File: src/rtl/sff_pkg.sv
// constants, field layouts and types for the spi fifo/format/status block
package sff_pkg;

  ////////////////////////////////////////////////////////////////////////////////
  // register offsets
  localparam logic [7:0] SFF_OFS_FRAME_CFG = 8'h00;
  localparam logic [7:0] SFF_OFS_CONTROL_TWO = 8'h04;
  localparam logic [7:0] SFF_OFS_DATA_PORT = 8'h08;
  localparam logic [7:0] SFF_OFS_FIFO_STATUS = 8'h0C;
  localparam logic [7:0] SFF_OFS_IRQ_STATUS = 8'h10;
  localparam logic [7:0] SFF_OFS_IRQ_MASK = 8'h14;

  ////////////////////////////////////////////////////////////////////////////////
  // control_two field positions
  localparam int SFF_POS_RX_ORDER = 4;
  localparam int SFF_POS_WAIT_EN = 6;
  localparam int SFF_POS_RX_TRIG = 7;
  localparam int SFF_POS_TX_TRIG = 10;
  localparam int SFF_POS_GAP = 14;
  localparam int SFF_POS_TX_ORDER = 18;
  localparam int SFF_POS_IN_DELAY = 21;

  // frame_cfg field positions
  localparam int SFF_POS_SIZE = 0;
  localparam int SFF_POS_ENABLE = 5;
  localparam int SFF_POS_CMD_FMT = 6;

  // fifo_status bit positions
  localparam int SFF_POS_TFE = 0;
  localparam int SFF_POS_TNF = 1;
  localparam int SFF_POS_RNE = 2;
  localparam int SFF_POS_RFF = 3;
  localparam int SFF_POS_BSY = 4;

  // interrupt event bit positions
  localparam int SFF_EV_RX_TRIG = 0;
  localparam int SFF_EV_TX_TRIG = 1;
  localparam int SFF_EV_RX_OVERRUN = 2;
  localparam int SFF_EV_FRAME_DONE = 3;
  localparam int SFF_EV_COUNT = 4;

  ////////////////////////////////////////////////////////////////////////////////
  // reset values and limits
  localparam logic [4:0] SFF_RST_SIZE_M1 = 5'h07;
  localparam logic [4:0] SFF_MIN_SIZE_M1 = 5'h03;
  localparam logic [5:0] SFF_IN_DELAY_CYCLES = 6'h02;

  ////////////////////////////////////////////////////////////////////////////////
  // trigger level codes
  typedef enum logic [2:0] {
    SFF_TRIG_1 = 3'h0,
    SFF_TRIG_4 = 3'h1,
    SFF_TRIG_8 = 3'h2
  } sff_trig_t;

  // byte/bit ordering codes
  typedef enum logic [1:0] {
    SFF_ORD_MSB_MSB = 2'h0,
    SFF_ORD_LSB_MSB = 2'h1,
    SFF_ORD_MSB_LSB = 2'h2,
    SFF_ORD_LSB_LSB = 2'h3
  } sff_order_t;

  // shifter states, one-hot
  typedef enum logic [2:0] {
    SFF_IDLE = 3'b001,
    SFF_SHIFT = 3'b010,
    SFF_GAP = 3'b100
  } sff_state_t;

  // control_two contents
  typedef struct packed {
    logic in_delay;
    logic [1:0] tx_order;
    logic [3:0] gap;
    logic [2:0] tx_trig;
    logic [2:0] rx_trig;
    logic wait_en;
    logic [1:0] rx_order;
  } sff_ctrl_t;

  // frame_cfg contents
  typedef struct packed {
    logic cmd_fmt;
    logic enable;
    logic [4:0] size_m1;
  } sff_cfg_t;

endpackage

File: src/rtl/sff_top.sv
// spi slave shifter with tx/rx fifos, ordering control and status registers
//
// The strobed register port was decided locally.
`timescale 1ns/1ps
module sff_top #(
  parameter int DEPTH = 8
) (
  // clock and reset
  input wire logic mclk,
  input wire logic rst_n,
  // register port
  input wire logic [7:0] addr,
  input wire logic [31:0] wdata,
  input wire logic wr,
  input wire logic rd,
  output logic [31:0] rdata,
  // serial link, sclk sampled as data
  input wire logic sclk,
  input wire logic cs_n,
  input wire logic mosi,
  output logic miso_o,
  output logic miso_oe,
  // interrupt
  output logic irq
);

  localparam int AW = $clog2(DEPTH);

  // depth below eight cannot reach the highest trigger level;
  // pointers wrap on their own only for a power of two
  if (DEPTH < 8 || (DEPTH & (DEPTH - 1)) != 0)
  begin : g_bad_depth
    $error("sff_top: DEPTH must be a power of two of at least 8");
  end

  // the whole block state is one packed struct
  typedef struct packed {
    // register port and configuration
    logic [31:0] rdata;
    sff_pkg::sff_cfg_t cfg;
    sff_pkg::sff_ctrl_t ctrl;
    // fifos as word arrays with read and write pointers
    logic [DEPTH-1:0][31:0] tx_mem;
    logic [AW-1:0] tx_rd;
    logic [AW-1:0] tx_wr;
    logic [AW:0] tx_cnt;
    logic [DEPTH-1:0][31:0] rx_mem;
    logic [AW-1:0] rx_rd;
    logic [AW-1:0] rx_wr;
    logic [AW:0] rx_cnt;
    // link synchronisers and optional input delay
    logic [2:0] sclk_s;
    logic [1:0] cs_s;
    logic [1:0] mosi_s;
    logic [sff_pkg::SFF_IN_DELAY_CYCLES-1:0] mosi_d;
    // shifter
    sff_pkg::sff_state_t state;
    logic [5:0] bit_cnt;
    logic skip;
    logic [3:0] gap_cnt;
    logic [31:0] tx_sh;
    logic [31:0] rx_acc;
    logic miso;
    // interrupt status and mask
    logic [sff_pkg::SFF_EV_COUNT-1:0] irq_st;
    logic [sff_pkg::SFF_EV_COUNT-1:0] irq_mask;
  } sff_state_reg_t;

  sff_state_reg_t st_reg;
  sff_state_reg_t st_next;

  ////////////////////////////////////////////////////////////////////////////////
  // helpers

  // trigger code to element count; reserved codes act as one element
  function automatic logic [AW:0] sff_level(input logic [2:0] code);
    logic [AW:0] lvl;
    lvl = (AW + 1)'(1);
    if (code == sff_pkg::SFF_TRIG_4)
      lvl = (AW + 1)'(4);
    else if (code == sff_pkg::SFF_TRIG_8)
      lvl = (AW + 1)'(8);
    return lvl;
  endfunction

  // word bit that travels as the k-th bit on the wire
  function automatic logic [4:0] sff_pos(input logic [5:0] k, input logic [5:0] n,
                                         input logic [1:0] ord);
    logic [1:0] o;
    logic [5:0] byte_i;
    logic [5:0] bsel;
    logic [5:0] bit_j;
    logic [5:0] p;
    o = ord;
    byte_i = k >> 3;
    bit_j = k & 6'h07;
    bsel = 6'h00;
    // mixed orders need 16, 24 or 32 bits; other sizes fall back to plain order
    if ((o == sff_pkg::SFF_ORD_LSB_MSB || o == sff_pkg::SFF_ORD_MSB_LSB) &&
        !(n == 6'h10 || n == 6'h18 || n == 6'h20))
      o = sff_pkg::SFF_ORD_MSB_MSB;
    if (o == sff_pkg::SFF_ORD_MSB_MSB)
      p = n - 6'h01 - k;
    else if (o == sff_pkg::SFF_ORD_LSB_LSB)
      p = k;
    else
    begin
      // mixed: o[0] picks the byte order, o[1] the bit order inside a byte
      bsel = o[0] ? byte_i : (n >> 3) - 6'h01 - byte_i;
      p = {bsel[2:0], 3'h0} + (o[1] ? bit_j : 6'h07 - bit_j);
    end
    return p[4:0];
  endfunction

  // reorders a word so the wire bits leave from bit 31 downward
  function automatic logic [31:0] sff_tx_seq(input logic [31:0] word, input logic [5:0] n,
                                             input logic [1:0] ord);
    logic [31:0] seq;
    seq = 32'h0000_0000;
    // only the low n bits are looked at, upper bits are ignored
    for (int k = 0; k < 32; k++)
    begin
      if (6'(k) < n)
        seq[31-k] = word[sff_pos(6'(k), n, ord)];
    end
    return seq;
  endfunction

  ////////////////////////////////////////////////////////////////////////////////
  // next-state logic
  always_comb
  begin
    // per-cycle strobes and scratch values
    logic [5:0] n;
    logic tx_push;
    logic tx_pop;
    logic rx_push;
    logic rx_pop;
    logic rise;
    logic fall;
    logic cs_act;
    logic din;
    logic reload;
    logic [31:0] acc;
    logic [sff_pkg::SFF_EV_COUNT-1:0] ev;
    logic irq_clr;
    n = {1'b0, st_reg.cfg.size_m1} + 6'h01;
    tx_push = 1'b0;
    tx_pop = 1'b0;
    rx_push = 1'b0;
    rx_pop = 1'b0;
    reload = 1'b0;
    acc = st_reg.rx_acc;
    ev = '0;
    irq_clr = 1'b0;
    // every register holds unless a branch below moves it
    st_next = st_reg;

    // link synchronisers; first flops feed only the second ones
    st_next.sclk_s = {st_reg.sclk_s[1:0], sclk};
    st_next.cs_s = {st_reg.cs_s[0], cs_n};
    st_next.mosi_s = {st_reg.mosi_s[0], mosi};
    st_next.mosi_d = {st_reg.mosi_d[sff_pkg::SFF_IN_DELAY_CYCLES-2:0], st_reg.mosi_s[1]};
    // edges come from the second and third sclk flops, never the first
    rise = st_reg.sclk_s[1] && !st_reg.sclk_s[2];
    fall = !st_reg.sclk_s[1] && st_reg.sclk_s[2];
    cs_act = !st_reg.cs_s[1] && st_reg.cfg.enable;
    // optional two-cycle delay on the data input
    din = st_reg.ctrl.in_delay ? st_reg.mosi_d[sff_pkg::SFF_IN_DELAY_CYCLES-1] :
          st_reg.mosi_s[1];

    // register port; a read answers in the next cycle
    st_next.rdata = 32'h0000_0000;
    if (wr)
    begin
      if (addr == sff_pkg::SFF_OFS_FRAME_CFG)
      begin
        // frame size, enable and command format share one word
        st_next.cfg = wdata[sff_pkg::SFF_POS_CMD_FMT:0];
        if (wdata[4:0] < sff_pkg::SFF_MIN_SIZE_M1)
          st_next.cfg.size_m1 = sff_pkg::SFF_MIN_SIZE_M1; // sizes below 4 are clamped
      end
      else if (addr == sff_pkg::SFF_OFS_CONTROL_TWO)
      begin
        // reserved bits are not stored and read back as zero
        st_next.ctrl.rx_order = wdata[sff_pkg::SFF_POS_RX_ORDER +: 2];
        st_next.ctrl.wait_en = wdata[sff_pkg::SFF_POS_WAIT_EN];
        st_next.ctrl.rx_trig = wdata[sff_pkg::SFF_POS_RX_TRIG +: 3];
        st_next.ctrl.tx_trig = wdata[sff_pkg::SFF_POS_TX_TRIG +: 3];
        st_next.ctrl.gap = wdata[sff_pkg::SFF_POS_GAP +: 4];
        st_next.ctrl.tx_order = wdata[sff_pkg::SFF_POS_TX_ORDER +: 2];
        st_next.ctrl.in_delay = wdata[sff_pkg::SFF_POS_IN_DELAY];
      end
      else if (addr == sff_pkg::SFF_OFS_DATA_PORT)
        tx_push = (st_reg.tx_cnt != (AW + 1)'(DEPTH)); // full fifo drops the word
      else if (addr == sff_pkg::SFF_OFS_IRQ_MASK)
        st_next.irq_mask = wdata[sff_pkg::SFF_EV_COUNT-1:0];
      // fifo_status and irq_status writes fall through untouched
    end
    // read decode; a word not addressed or not mapped reads zero
    if (rd)
    begin
      if (addr == sff_pkg::SFF_OFS_FRAME_CFG)
        st_next.rdata = {25'h0, st_reg.cfg};
      else if (addr == sff_pkg::SFF_OFS_CONTROL_TWO)
      begin
        st_next.rdata[sff_pkg::SFF_POS_RX_ORDER +: 2] = st_reg.ctrl.rx_order;
        st_next.rdata[sff_pkg::SFF_POS_WAIT_EN] = st_reg.ctrl.wait_en;
        st_next.rdata[sff_pkg::SFF_POS_RX_TRIG +: 3] = st_reg.ctrl.rx_trig;
        st_next.rdata[sff_pkg::SFF_POS_TX_TRIG +: 3] = st_reg.ctrl.tx_trig;
        st_next.rdata[sff_pkg::SFF_POS_GAP +: 4] = st_reg.ctrl.gap;
        st_next.rdata[sff_pkg::SFF_POS_TX_ORDER +: 2] = st_reg.ctrl.tx_order;
        st_next.rdata[sff_pkg::SFF_POS_IN_DELAY] = st_reg.ctrl.in_delay;
      end
      else if (addr == sff_pkg::SFF_OFS_DATA_PORT)
      begin
        rx_pop = (st_reg.rx_cnt != '0);
        if (rx_pop)
          st_next.rdata = st_reg.rx_mem[st_reg.rx_rd];
      end
      else if (addr == sff_pkg::SFF_OFS_FIFO_STATUS)
      begin
        // flags come straight from the counters and the shifter state, so they never go stale
        st_next.rdata[sff_pkg::SFF_POS_TFE] = (st_reg.tx_cnt == '0);
        st_next.rdata[sff_pkg::SFF_POS_TNF] = (st_reg.tx_cnt != (AW + 1)'(DEPTH));
        st_next.rdata[sff_pkg::SFF_POS_RNE] = (st_reg.rx_cnt != '0);
        st_next.rdata[sff_pkg::SFF_POS_RFF] = (st_reg.rx_cnt == (AW + 1)'(DEPTH));
        st_next.rdata[sff_pkg::SFF_POS_BSY] = (st_reg.state != sff_pkg::SFF_IDLE) ||
                                              (st_reg.tx_cnt != '0);
      end
      else if (addr == sff_pkg::SFF_OFS_IRQ_STATUS)
      begin
        st_next.rdata = {28'h0, st_reg.irq_st};
        irq_clr = 1'b1;
      end
      else if (addr == sff_pkg::SFF_OFS_IRQ_MASK)
        st_next.rdata = {28'h0, st_reg.irq_mask};
    end

    // shifter: mode 0 slave, sample on rising sclk, drive on falling
    case (st_reg.state)
      sff_pkg::SFF_IDLE:
      begin
        if (cs_act)
        begin
          // select seen: pop the head word and show its first bit at once
          tx_pop = (st_reg.tx_cnt != '0);
          st_next.tx_sh = tx_pop ? sff_tx_seq(st_reg.tx_mem[st_reg.tx_rd], n,
                                              st_reg.ctrl.tx_order) : 32'h0000_0000;
          st_next.miso = st_next.tx_sh[31];
          st_next.tx_sh = {st_next.tx_sh[30:0], 1'b0};
          st_next.bit_cnt = 6'h00;
          st_next.rx_acc = 32'h0000_0000;
          st_next.skip = st_reg.cfg.cmd_fmt && st_reg.ctrl.wait_en;
          st_next.state = sff_pkg::SFF_SHIFT;
        end
      end
      sff_pkg::SFF_SHIFT:
      begin
        if (!cs_act)
          st_next.state = sff_pkg::SFF_IDLE; // frame cut short, partial word dropped
        else if (rise)
        begin
          // sample on the rising edge; the falling edge moves the output
          if (st_reg.skip)
            st_next.skip = 1'b0; // one wait clock in command format
          else
          begin
            acc[sff_pos(st_reg.bit_cnt, n, st_reg.ctrl.rx_order)] = din;
            st_next.rx_acc = acc;
            st_next.bit_cnt = st_reg.bit_cnt + 6'h01;
            if (st_reg.bit_cnt == n - 6'h01)
            begin
              // last bit: push the word; a full rx fifo loses it as an overrun
              ev[sff_pkg::SFF_EV_FRAME_DONE] = 1'b1;
              rx_push = (st_reg.rx_cnt != (AW + 1)'(DEPTH));
              ev[sff_pkg::SFF_EV_RX_OVERRUN] = !rx_push;
              if (!st_reg.cfg.cmd_fmt && st_reg.ctrl.gap != 4'h0)
              begin
                st_next.gap_cnt = st_reg.ctrl.gap;
                st_next.state = sff_pkg::SFF_GAP;
              end
              else
                reload = 1'b1;
            end
          end
        end
        else if (fall)
        begin
          st_next.miso = st_reg.tx_sh[31];
          st_next.tx_sh = {st_reg.tx_sh[30:0], 1'b0};
        end
      end
      sff_pkg::SFF_GAP:
      begin
        // gap counts sclk periods during which nothing is shifted
        // a select released in the gap ends it like a cut frame
        if (!cs_act)
          st_next.state = sff_pkg::SFF_IDLE;
        else if (rise)
        begin
          st_next.gap_cnt = st_reg.gap_cnt - 4'h1;
          if (st_reg.gap_cnt == 4'h1)
          begin
            reload = 1'b1;
            st_next.state = sff_pkg::SFF_SHIFT;
          end
        end
      end
      // an illegal state code falls back to idle
      default:
        st_next.state = sff_pkg::SFF_IDLE;
    endcase

    // back-to-back frame: the next falling edge shows the first bit
    // an empty tx fifo sends zeros; no underrun is flagged here
    if (reload)
    begin
      tx_pop = (st_reg.tx_cnt != '0);
      st_next.tx_sh = tx_pop ? sff_tx_seq(st_reg.tx_mem[st_reg.tx_rd], n,
                                          st_reg.ctrl.tx_order) : 32'h0000_0000;
      st_next.bit_cnt = 6'h00;
      st_next.rx_acc = 32'h0000_0000;
    end

    // fifo bookkeeping
    // tx side: push from the register port, pop at frame start
    if (tx_push)
    begin
      st_next.tx_mem[st_reg.tx_wr] = wdata;
      st_next.tx_wr = st_reg.tx_wr + AW'(1);
    end
    if (tx_pop)
      st_next.tx_rd = st_reg.tx_rd + AW'(1);
    st_next.tx_cnt = st_reg.tx_cnt + (AW + 1)'(tx_push) - (AW + 1)'(tx_pop);
    // rx side: push at frame end, pop on a data read
    if (rx_push)
    begin
      st_next.rx_mem[st_reg.rx_wr] = acc;
      st_next.rx_wr = st_reg.rx_wr + AW'(1);
    end
    if (rx_pop)
      st_next.rx_rd = st_reg.rx_rd + AW'(1);
    st_next.rx_cnt = st_reg.rx_cnt + (AW + 1)'(rx_push) - (AW + 1)'(rx_pop);

    // trigger conditions, then sticky status; a new event beats the read clear
    // b0 and b1 are levels, so a read clear only holds once the fifo drops
    ev[sff_pkg::SFF_EV_RX_TRIG] = (st_reg.rx_cnt >= sff_level(st_reg.ctrl.rx_trig));
    ev[sff_pkg::SFF_EV_TX_TRIG] = (st_reg.tx_cnt >= sff_level(st_reg.ctrl.tx_trig));
    st_next.irq_st = (irq_clr ? '0 : st_reg.irq_st) | ev;
  end

  ////////////////////////////////////////////////////////////////////////////////
  // state register
  always_ff @(posedge mclk or negedge rst_n)
  begin
    if (!rst_n)
    begin
      // synchronisers start at the idle pin levels: sclk low, select high
      st_reg <= '0;
      st_reg.cfg.size_m1 <= sff_pkg::SFF_RST_SIZE_M1;
      st_reg.state <= sff_pkg::SFF_IDLE;
      st_reg.sclk_s <= 3'h0;
      st_reg.cs_s <= 2'h3;
    end
    else
      st_reg <= st_next;
  end

  ////////////////////////////////////////////////////////////////////////////////
  // outputs
  // read data stand for one cycle only, zero otherwise
  assign rdata = st_reg.rdata;
  // serial output comes straight from its flop
  assign miso_o = st_reg.miso;
  // drive only while selected and enabled, so other slaves can share the line
  assign miso_oe = !st_reg.cs_s[1] && st_reg.cfg.enable;
  // level interrupt from the masked sticky bits
  assign irq = |(st_reg.irq_st & st_reg.irq_mask);

endmodule

File: config.mk
export PLATFORM = sky130hd
export DESIGN_NAME = sff_top
export DESIGN_NICKNAME = d
export VERILOG_FILES = /design/src/rtl/sff_pkg.sv /design/src/rtl/sff_top.sv
export SDC_FILE = /design/constraint.sdc
export NUM_CORES = 2
export LEC_CHECK = 0
export BUFFER_PORTS_ARGS = -buffer_cell sky130_fd_sc_hd__clkbuf_2
export CORE_MARGIN = 2
export CORE_UTILIZATION = 45
export CTS_BUF_LIST = sky130_fd_sc_hd__clkbuf_16
export DETAILED_ROUTE_END_ITERATION = 10
export PLACE_DENSITY = 0.66
export SETUP_SLACK_MARGIN = 0.3
export SLEW_MARGIN = 20
export SYNTH_ARGS = -nofsm -noshare
export SYNTH_HDL_FRONTEND = slang
export SYNTH_SLANG_ARGS = --single-unit
File: constraint.sdc
create_clock -name mclk -period 7.45 [get_ports mclk]
set_clock_uncertainty 0.15 [all_clocks]
set_input_delay 1.49 -clock mclk [delete_from_list [all_inputs] [get_ports mclk]]
set_output_delay 1.49 -clock mclk [all_outputs]
set_load 0.03 [all_outputs]
* Word-level counts from Yosys, hierarchy flattened
Cells that the tools add are included.
** Word-level totals
- Bits in registers :: 683
- Input bits :: 47
- Word-level logic and storage cells :: 1343
** Cells by class
- Bitwise operators :: 5
- Muxes and demuxes :: 853
- Reductions and logical operators :: 105
- Equal/unequal tests :: 112
- Add/subtract/negate cells :: 115
- Order comparisons :: 107
** Operator list (number)
- 5-bit two-way mux :: 297
- 32-bit two-way mux :: 17
- 256-bit bitwise mux :: 2
- 2-bit two-way mux :: 204
- 5-bit by 6-bit < comparator with 1-bit output, second input constant :: 65
- 5-bit by 3-bit adder with 5-bit output :: 64
- 1-bit binary-select mux with 5-bit select :: 64
- 3-bit two-way mux :: 70
- 32-bit binary-select mux with 3-bit select :: 2
- 32-bit demux with 3-bit select :: 2
- 1-bit two-way mux :: 165
- 2-bit equality test, second input constant :: 67
- 2-bit zero test :: 65
- 65-bit case mux with 2 select lines :: 1
- 5-bit by 6-bit < comparator with 1-bit output, first input constant :: 16
- 5-bit subtractor, second input constant :: 16
- 76-bit two-way mux :: 1
- 65-bit two-way mux :: 1
- 64-bit two-way mux :: 1
- 4-bit by 6-bit < comparator with 1-bit output, first input constant :: 8
- 4-bit two-way mux :: 12
- 5-bit by 4-bit subtractor with 5-bit output, second input constant :: 8
- 3-bit inequality test, second input constant :: 12
- 32-bit bitwise mux :: 1
- 67 further kinds :: 136

* Depth between registers and ports, before layout
- Depth after elaboration :: 29
- Gate-level depth with buffers :: 22
- Mapped depth without buffers :: 20

* Least setup slack after synthesis
No wires, ideal clock.
- Path kind :: register to register
- Start :: register st_reg[644] (netlist bit)
- End :: register st_reg[138] (netlist bit)
- Setup slack :: 2.259 ns
- Data required time :: 7.175 ns
- Path buffers :: 3
- Library setup time :: 0.125 ns
- Cell stages (with the launch flop) :: 18
- Data arrival time :: 4.916 ns
- Clock period less this slack :: 5.191 ns
- Cell sequence :: dfstp_2 > clkinv_1 > ha_1 > clkbuf_1 > o31ai_1 > a221oi_1 > nand2_1 > ha_1 > nand4_1 > nor2_1 > o21ai_1 > or4_4 > a21oi_4 > inv_2 > or4b_1 > buf_2 > buf_6 > mux2_4
** On the way
- Cells in the longest elaborated chain, start to end :: 29
** RTL lines
- start: declaration :: RTL line sff_top.sv:69 : sff_state_reg_t st_reg;
- start signal: assignment :: RTL line sff_top.sv:367 : st_reg <= st_next;
- 5-bit by 1-bit adder with 6-bit output * :: RTL line sff_top.sv:147 : n = {1'b0, st_reg.cfg.size_m1} + 6'h01;
- 6-bit by 5-bit equality test with 1-bit output :: RTL line sff_top.sv:100 : !(n == 6'h10 || n == 6'h18 || n == 6'h20))
- 1-bit logical OR (2 in a row) :: RTL line sff_top.sv:100
- 1-bit zero test :: RTL line sff_top.sv:100
- 1-bit logical AND :: RTL line sff_top.sv:99 : if ((o == sff_pkg::SFF_ORD_LSB_MSB || o == sff_pkg::SFF_ORD_MSB_LSB) &&
- 2-bit two-way mux :: RTL line sff_top.sv:99
- 2-bit two-way mux :: RTL line sff_top.sv:265 : if (st_reg.skip)
- 2-bit two-way mux :: RTL line sff_top.sv:262 : else if (rise)
- [... 12 more ...]
- 1-bit two-way mux (not written as such) :: RTL line sff_top.sv:269 : acc[sff_pos(st_reg.bit_cnt, n, st_reg.ctrl.rx_order)] = din;
- 1-bit demux with 5-bit select :: RTL line sff_top.sv:269
- 32-bit bitwise mux :: RTL line sff_top.sv:269
- 32-bit two-way mux
- 32-bit two-way mux :: RTL line sff_top.sv:262
- 32-bit two-way mux :: RTL line sff_top.sv:260 : if (!cs_act)
- 32-bit two-way mux :: RTL line sff_top.sv:241 : case (st_reg.state)
- 256-bit bitwise mux :: RTL line sff_top.sv:339 : st_next.rx_mem[st_reg.rx_wr] = acc;
Mark *: on every way between the ends. The rest lies on a longest branch, timed or not. The select of a mux whose other input is x is not followed.
A chain may end at the register's enable or synchronous reset.

* Worst setup path after layout
- Start :: register st_reg[644] (netlist bit)
- End :: register st_reg[167] (netlist bit)
Same word-level chain as after synthesis.

==> impl_results.md <==
* RSZ-0062 raised after global routing: false
* Aggregate global-route resource usage at 0.2470
* Fmax at 0.1477 GHz
* Total clock buffers created by CTS at 77
* Avg Inst Size Synth at 11.97 µm²
* Die Wd at around 290 µm
* Cts hold-fix bufs at 0
* Final setup violation count at 0
* DR pass1 iterations at 6
* Hold Crit Class: reg -> reg
* Power Density at 247.0 nW/µm²
* Post-cts sizing count at 0
* WS Path Type: reg -> reg
* DR vias at 25,480
* Skew-Pair Late Insertion Delay at 640 ps
* Critical Path Max Stage Delay at 730 ps
* Seq cells post-synth at 683
* Final ANT Viol Nets at 0
* MaxCap Viol Count at 0
* Vias in the first global route at 25,900
* I/O pins at 82
* Min Tclk post-route at 6772 ps
* Routed WL per cell at 24.68 µm
* Worst path bufs/invs at 3
* CTS Buffer Depth at 3
* Cell taking the most area after synthesis: dfrtp_1
* Clk root buf: clkbuf_16
* Placed Area at 37,600 µm²
* Total wire length at approximately 100 mm
* Slew @ Worst Pin at 1227 ps
* First-pass GRT wire length at 158.0 mm
* Nets at 3,121
* Fillers at 6,801
* Worst Setup End Kind: register
* Syn nets at 3,137
* CTS tree: built
* Post-Syn Area at 36,390 µm²
* CP arrival at between 7000 and 8000 ps
* Max reg flops at 644
* Routed vias/inst at between 6 and 7
* DRT iter0 DRCs at 2,189
* Placed insts at 4,004
* CP Launch Type: register
* Cells taking the most area after synthesis: dfrtp_1 (47%), mux2_2 (17%), mux4_2 (5.9%), mux2i_1 (4.7%), nand2_1 (2.1%)
* Setup TNS at 0 ps
* Top cell type's share of synthesized area at 0.4655
* Yosys cell types at slightly below 90
* Critical path's top delay family: simple AND/OR/NAND/NOR gates
* Post-DP HPWL at 68.89 mm
* Post-synth ARST share at 1.000
* CP max stage cell: dfstp_2
* Critical Path RT at 7820 ps
* Syn Inst Count at around 3,000
* Layout area overhead at 10.31%
* Initial antenna violation count at 12
* Pin count of the biggest net entering global routing at 181
* Max FO, Critical Path at 31
* Post-route setup slack at 678.1 ps
* Finished Cell Area at 40,140 µm²
* Sequential cell area fraction in the yosys report at 0.4699
* Dominant synthesized flop cell: dfrtp_1
* Pre-CTS setup slack at ~850 ps
* Clk pin slew, worst setup/hold paths at 60 ps
* Die Height at ~290 µm
* Max transition margin at 0.1804
* VDD IR-drop max at 0.1599 mV
* Setup Fix Bufs, Post-CTS at 0
* IO Port Bufs at 81
* Fin cells at 4,149
* Fin util at 0.5000
* Fin. max-slew vios at 0
* LEAKAGE at around 19 nW
* CORE AREA at 80,290 µm²
* H-tree levels at 3
* Status: finished clean
* RePlAce Congestion at 0.9464
* CP cell instances: clkinv_1 > ha_1 > or3_1 > o31ai_1 > a221oi_1 > nand2_1 > ha_1 > nand4_1 > nor2_1 > o21ai_1 > or4_4 > a21oi_4 > inv_2 > or4b_2 > buf_4 > mux2_4
* Overflow left after global routing at 0
* Hold Violations, Final at 0
* Initial Util at 0.4533
* Most frequent CP cell: ha_1
* Clock net sink count at 683
* Tcrit/Tclk final at 0.9090
* Fraction of layout cells with a size suffix above 1 at 0.3197
* Ys Warns at 0
* Die area at 83,160 µm²
* Post-synth EDFFs at 0
* # DRC at 0
* Row Count at 104
==> worst reg2reg max path, cell delays in order (launching register included) <==
cell and delay [ps]:
dfstp_2 730, clkinv_1 360, ha_1 730, or3_1 180
o31ai_1 140, a221oi_1 520, nand2_1 480, ha_1 500
nand4_1 150, nor2_1 160, o21ai_1 120, or4_4 550
a21oi_4 240, inv_2 140, or4b_2 690, buf_4 380
mux2_4 420
==> per-stage QoR <==
stage	total power, W	hold slack [ps]
after floorplan	0.005360	181.2
after global placement	0.006169	184.1
after detailed placement	0.006204	189.5
final	0.009913	194.9
after global routing	0.01032	198.2
after CTS	0.009950	193.2
==> cells in the mapped netlist (19+ instances only) <==
cell type / count
a21o_1: 25
a21oi_1: 90
a22oi_1: 29
and2_1: 25
and3_1: 28
buf_1: 22
buf_2: 38
buf_4: 33
clkbuf_1: 129
dfrtp_1: 677
ha_1: 46
inv_1: 42
mux2_2: 556
mux2_4: 30
mux2i_1: 172
mux4_2: 96
nand2_1: 207
nand2b_1: 19
nand3_1: 75
nor2_1: 144
nor3_1: 41
o21ai_0: 110
o22ai_1: 59
xnor2_1: 28
==> where the power goes <==
| group | total (W) | internal [W] | switching, W |
|---|---|---|---|
| Sequential | 0.00386 | 0.00377 | 0.0000866 |
| Clock | 0.00373 | 0.00212 | 0.00161 |
| Combinational | 0.00233 | 0.000779 | 0.00155 |
| Total | 0.00991 | 0.00667 | 0.00324 |
==> worst paths after layout <==
path,startpoint,slack (ps),endpoint,cells after the start
worst max-delay path,st_reg[644],680,st_reg[167],16
worst min-delay path,st_next[88],190,st_reg[88],0
worst max register to register,st_reg[644],680,st_reg[167],16
worst min register to register,st_next[88],190,st_reg[88],0
max in group asynchronous,rst_n,5110,st_reg[103],2
min in group asynchronous,rst_n,640,st_reg[480],1
==> layout by cell type, fill, tap and decap left out, types with 65 or more instances in the layout <==
master / netlist / routed
inv_1: 42 / 65
mux4_2: 96 / 96
clkbuf_16: 0 / 77
nand3_1: 75 / 73
clkbuf_2: 0 / 80
mux2i_1: 172 / 172
nand2_1: 207 / 207
nor2_1: 144 / 140
mux2_2: 556 / 556
a21oi_1: 90 / 89
o21ai_0: 110 / 108
dfrtp_1: 677 / 672
==> per-layer routing <==
| metal | part of all wire | GRT usage | up-vias |
|---|---|---|---|
| met4 | 0.022 | 0.06710 | 6 |
| met1 | 0.44 | 0.3512 | 13250 |
| met3 | 0.062 | 0.03626 | 141 |
| met2 | 0.47 | 0.3962 | 910 |
| li1 | - | - | 11180 |
| met5 | 0.00036 | 0 | - |
==> area by class of cell <==
| cell class | instances | area, µm² | share of cell area |
|---|---|---|---|
| timing repair buffer | 134 | 890.9 | 0.02219 |
| sequential | 683 | 17110 | 0.4262 |
| clock buffer | 77 | 1927 | 0.04800 |
| multi-input combinational | 2082 | 18150 | 0.4521 |
| clock inverter | 64 | 556.8 | 0.01387 |
| tap | 1060 | 1326 | 0.03304 |
| inverter | 47 | 176.4 | 0.004395 |
| antenna | 2 | 5.005 | 0.0001247 |
==> logic make-up after synthesis <==
group	count (synthesis)	share of synthesized area
xor+xnor	46	0.01234
flops	683	0.4699
mux	860	0.2930
compound gates	505	0.09184
buf+inv	276	0.03462
simple gates	622	0.08087
fa+ha+maj	49	0.01747
Note: power is estimated with default switching activity, not from simulation.
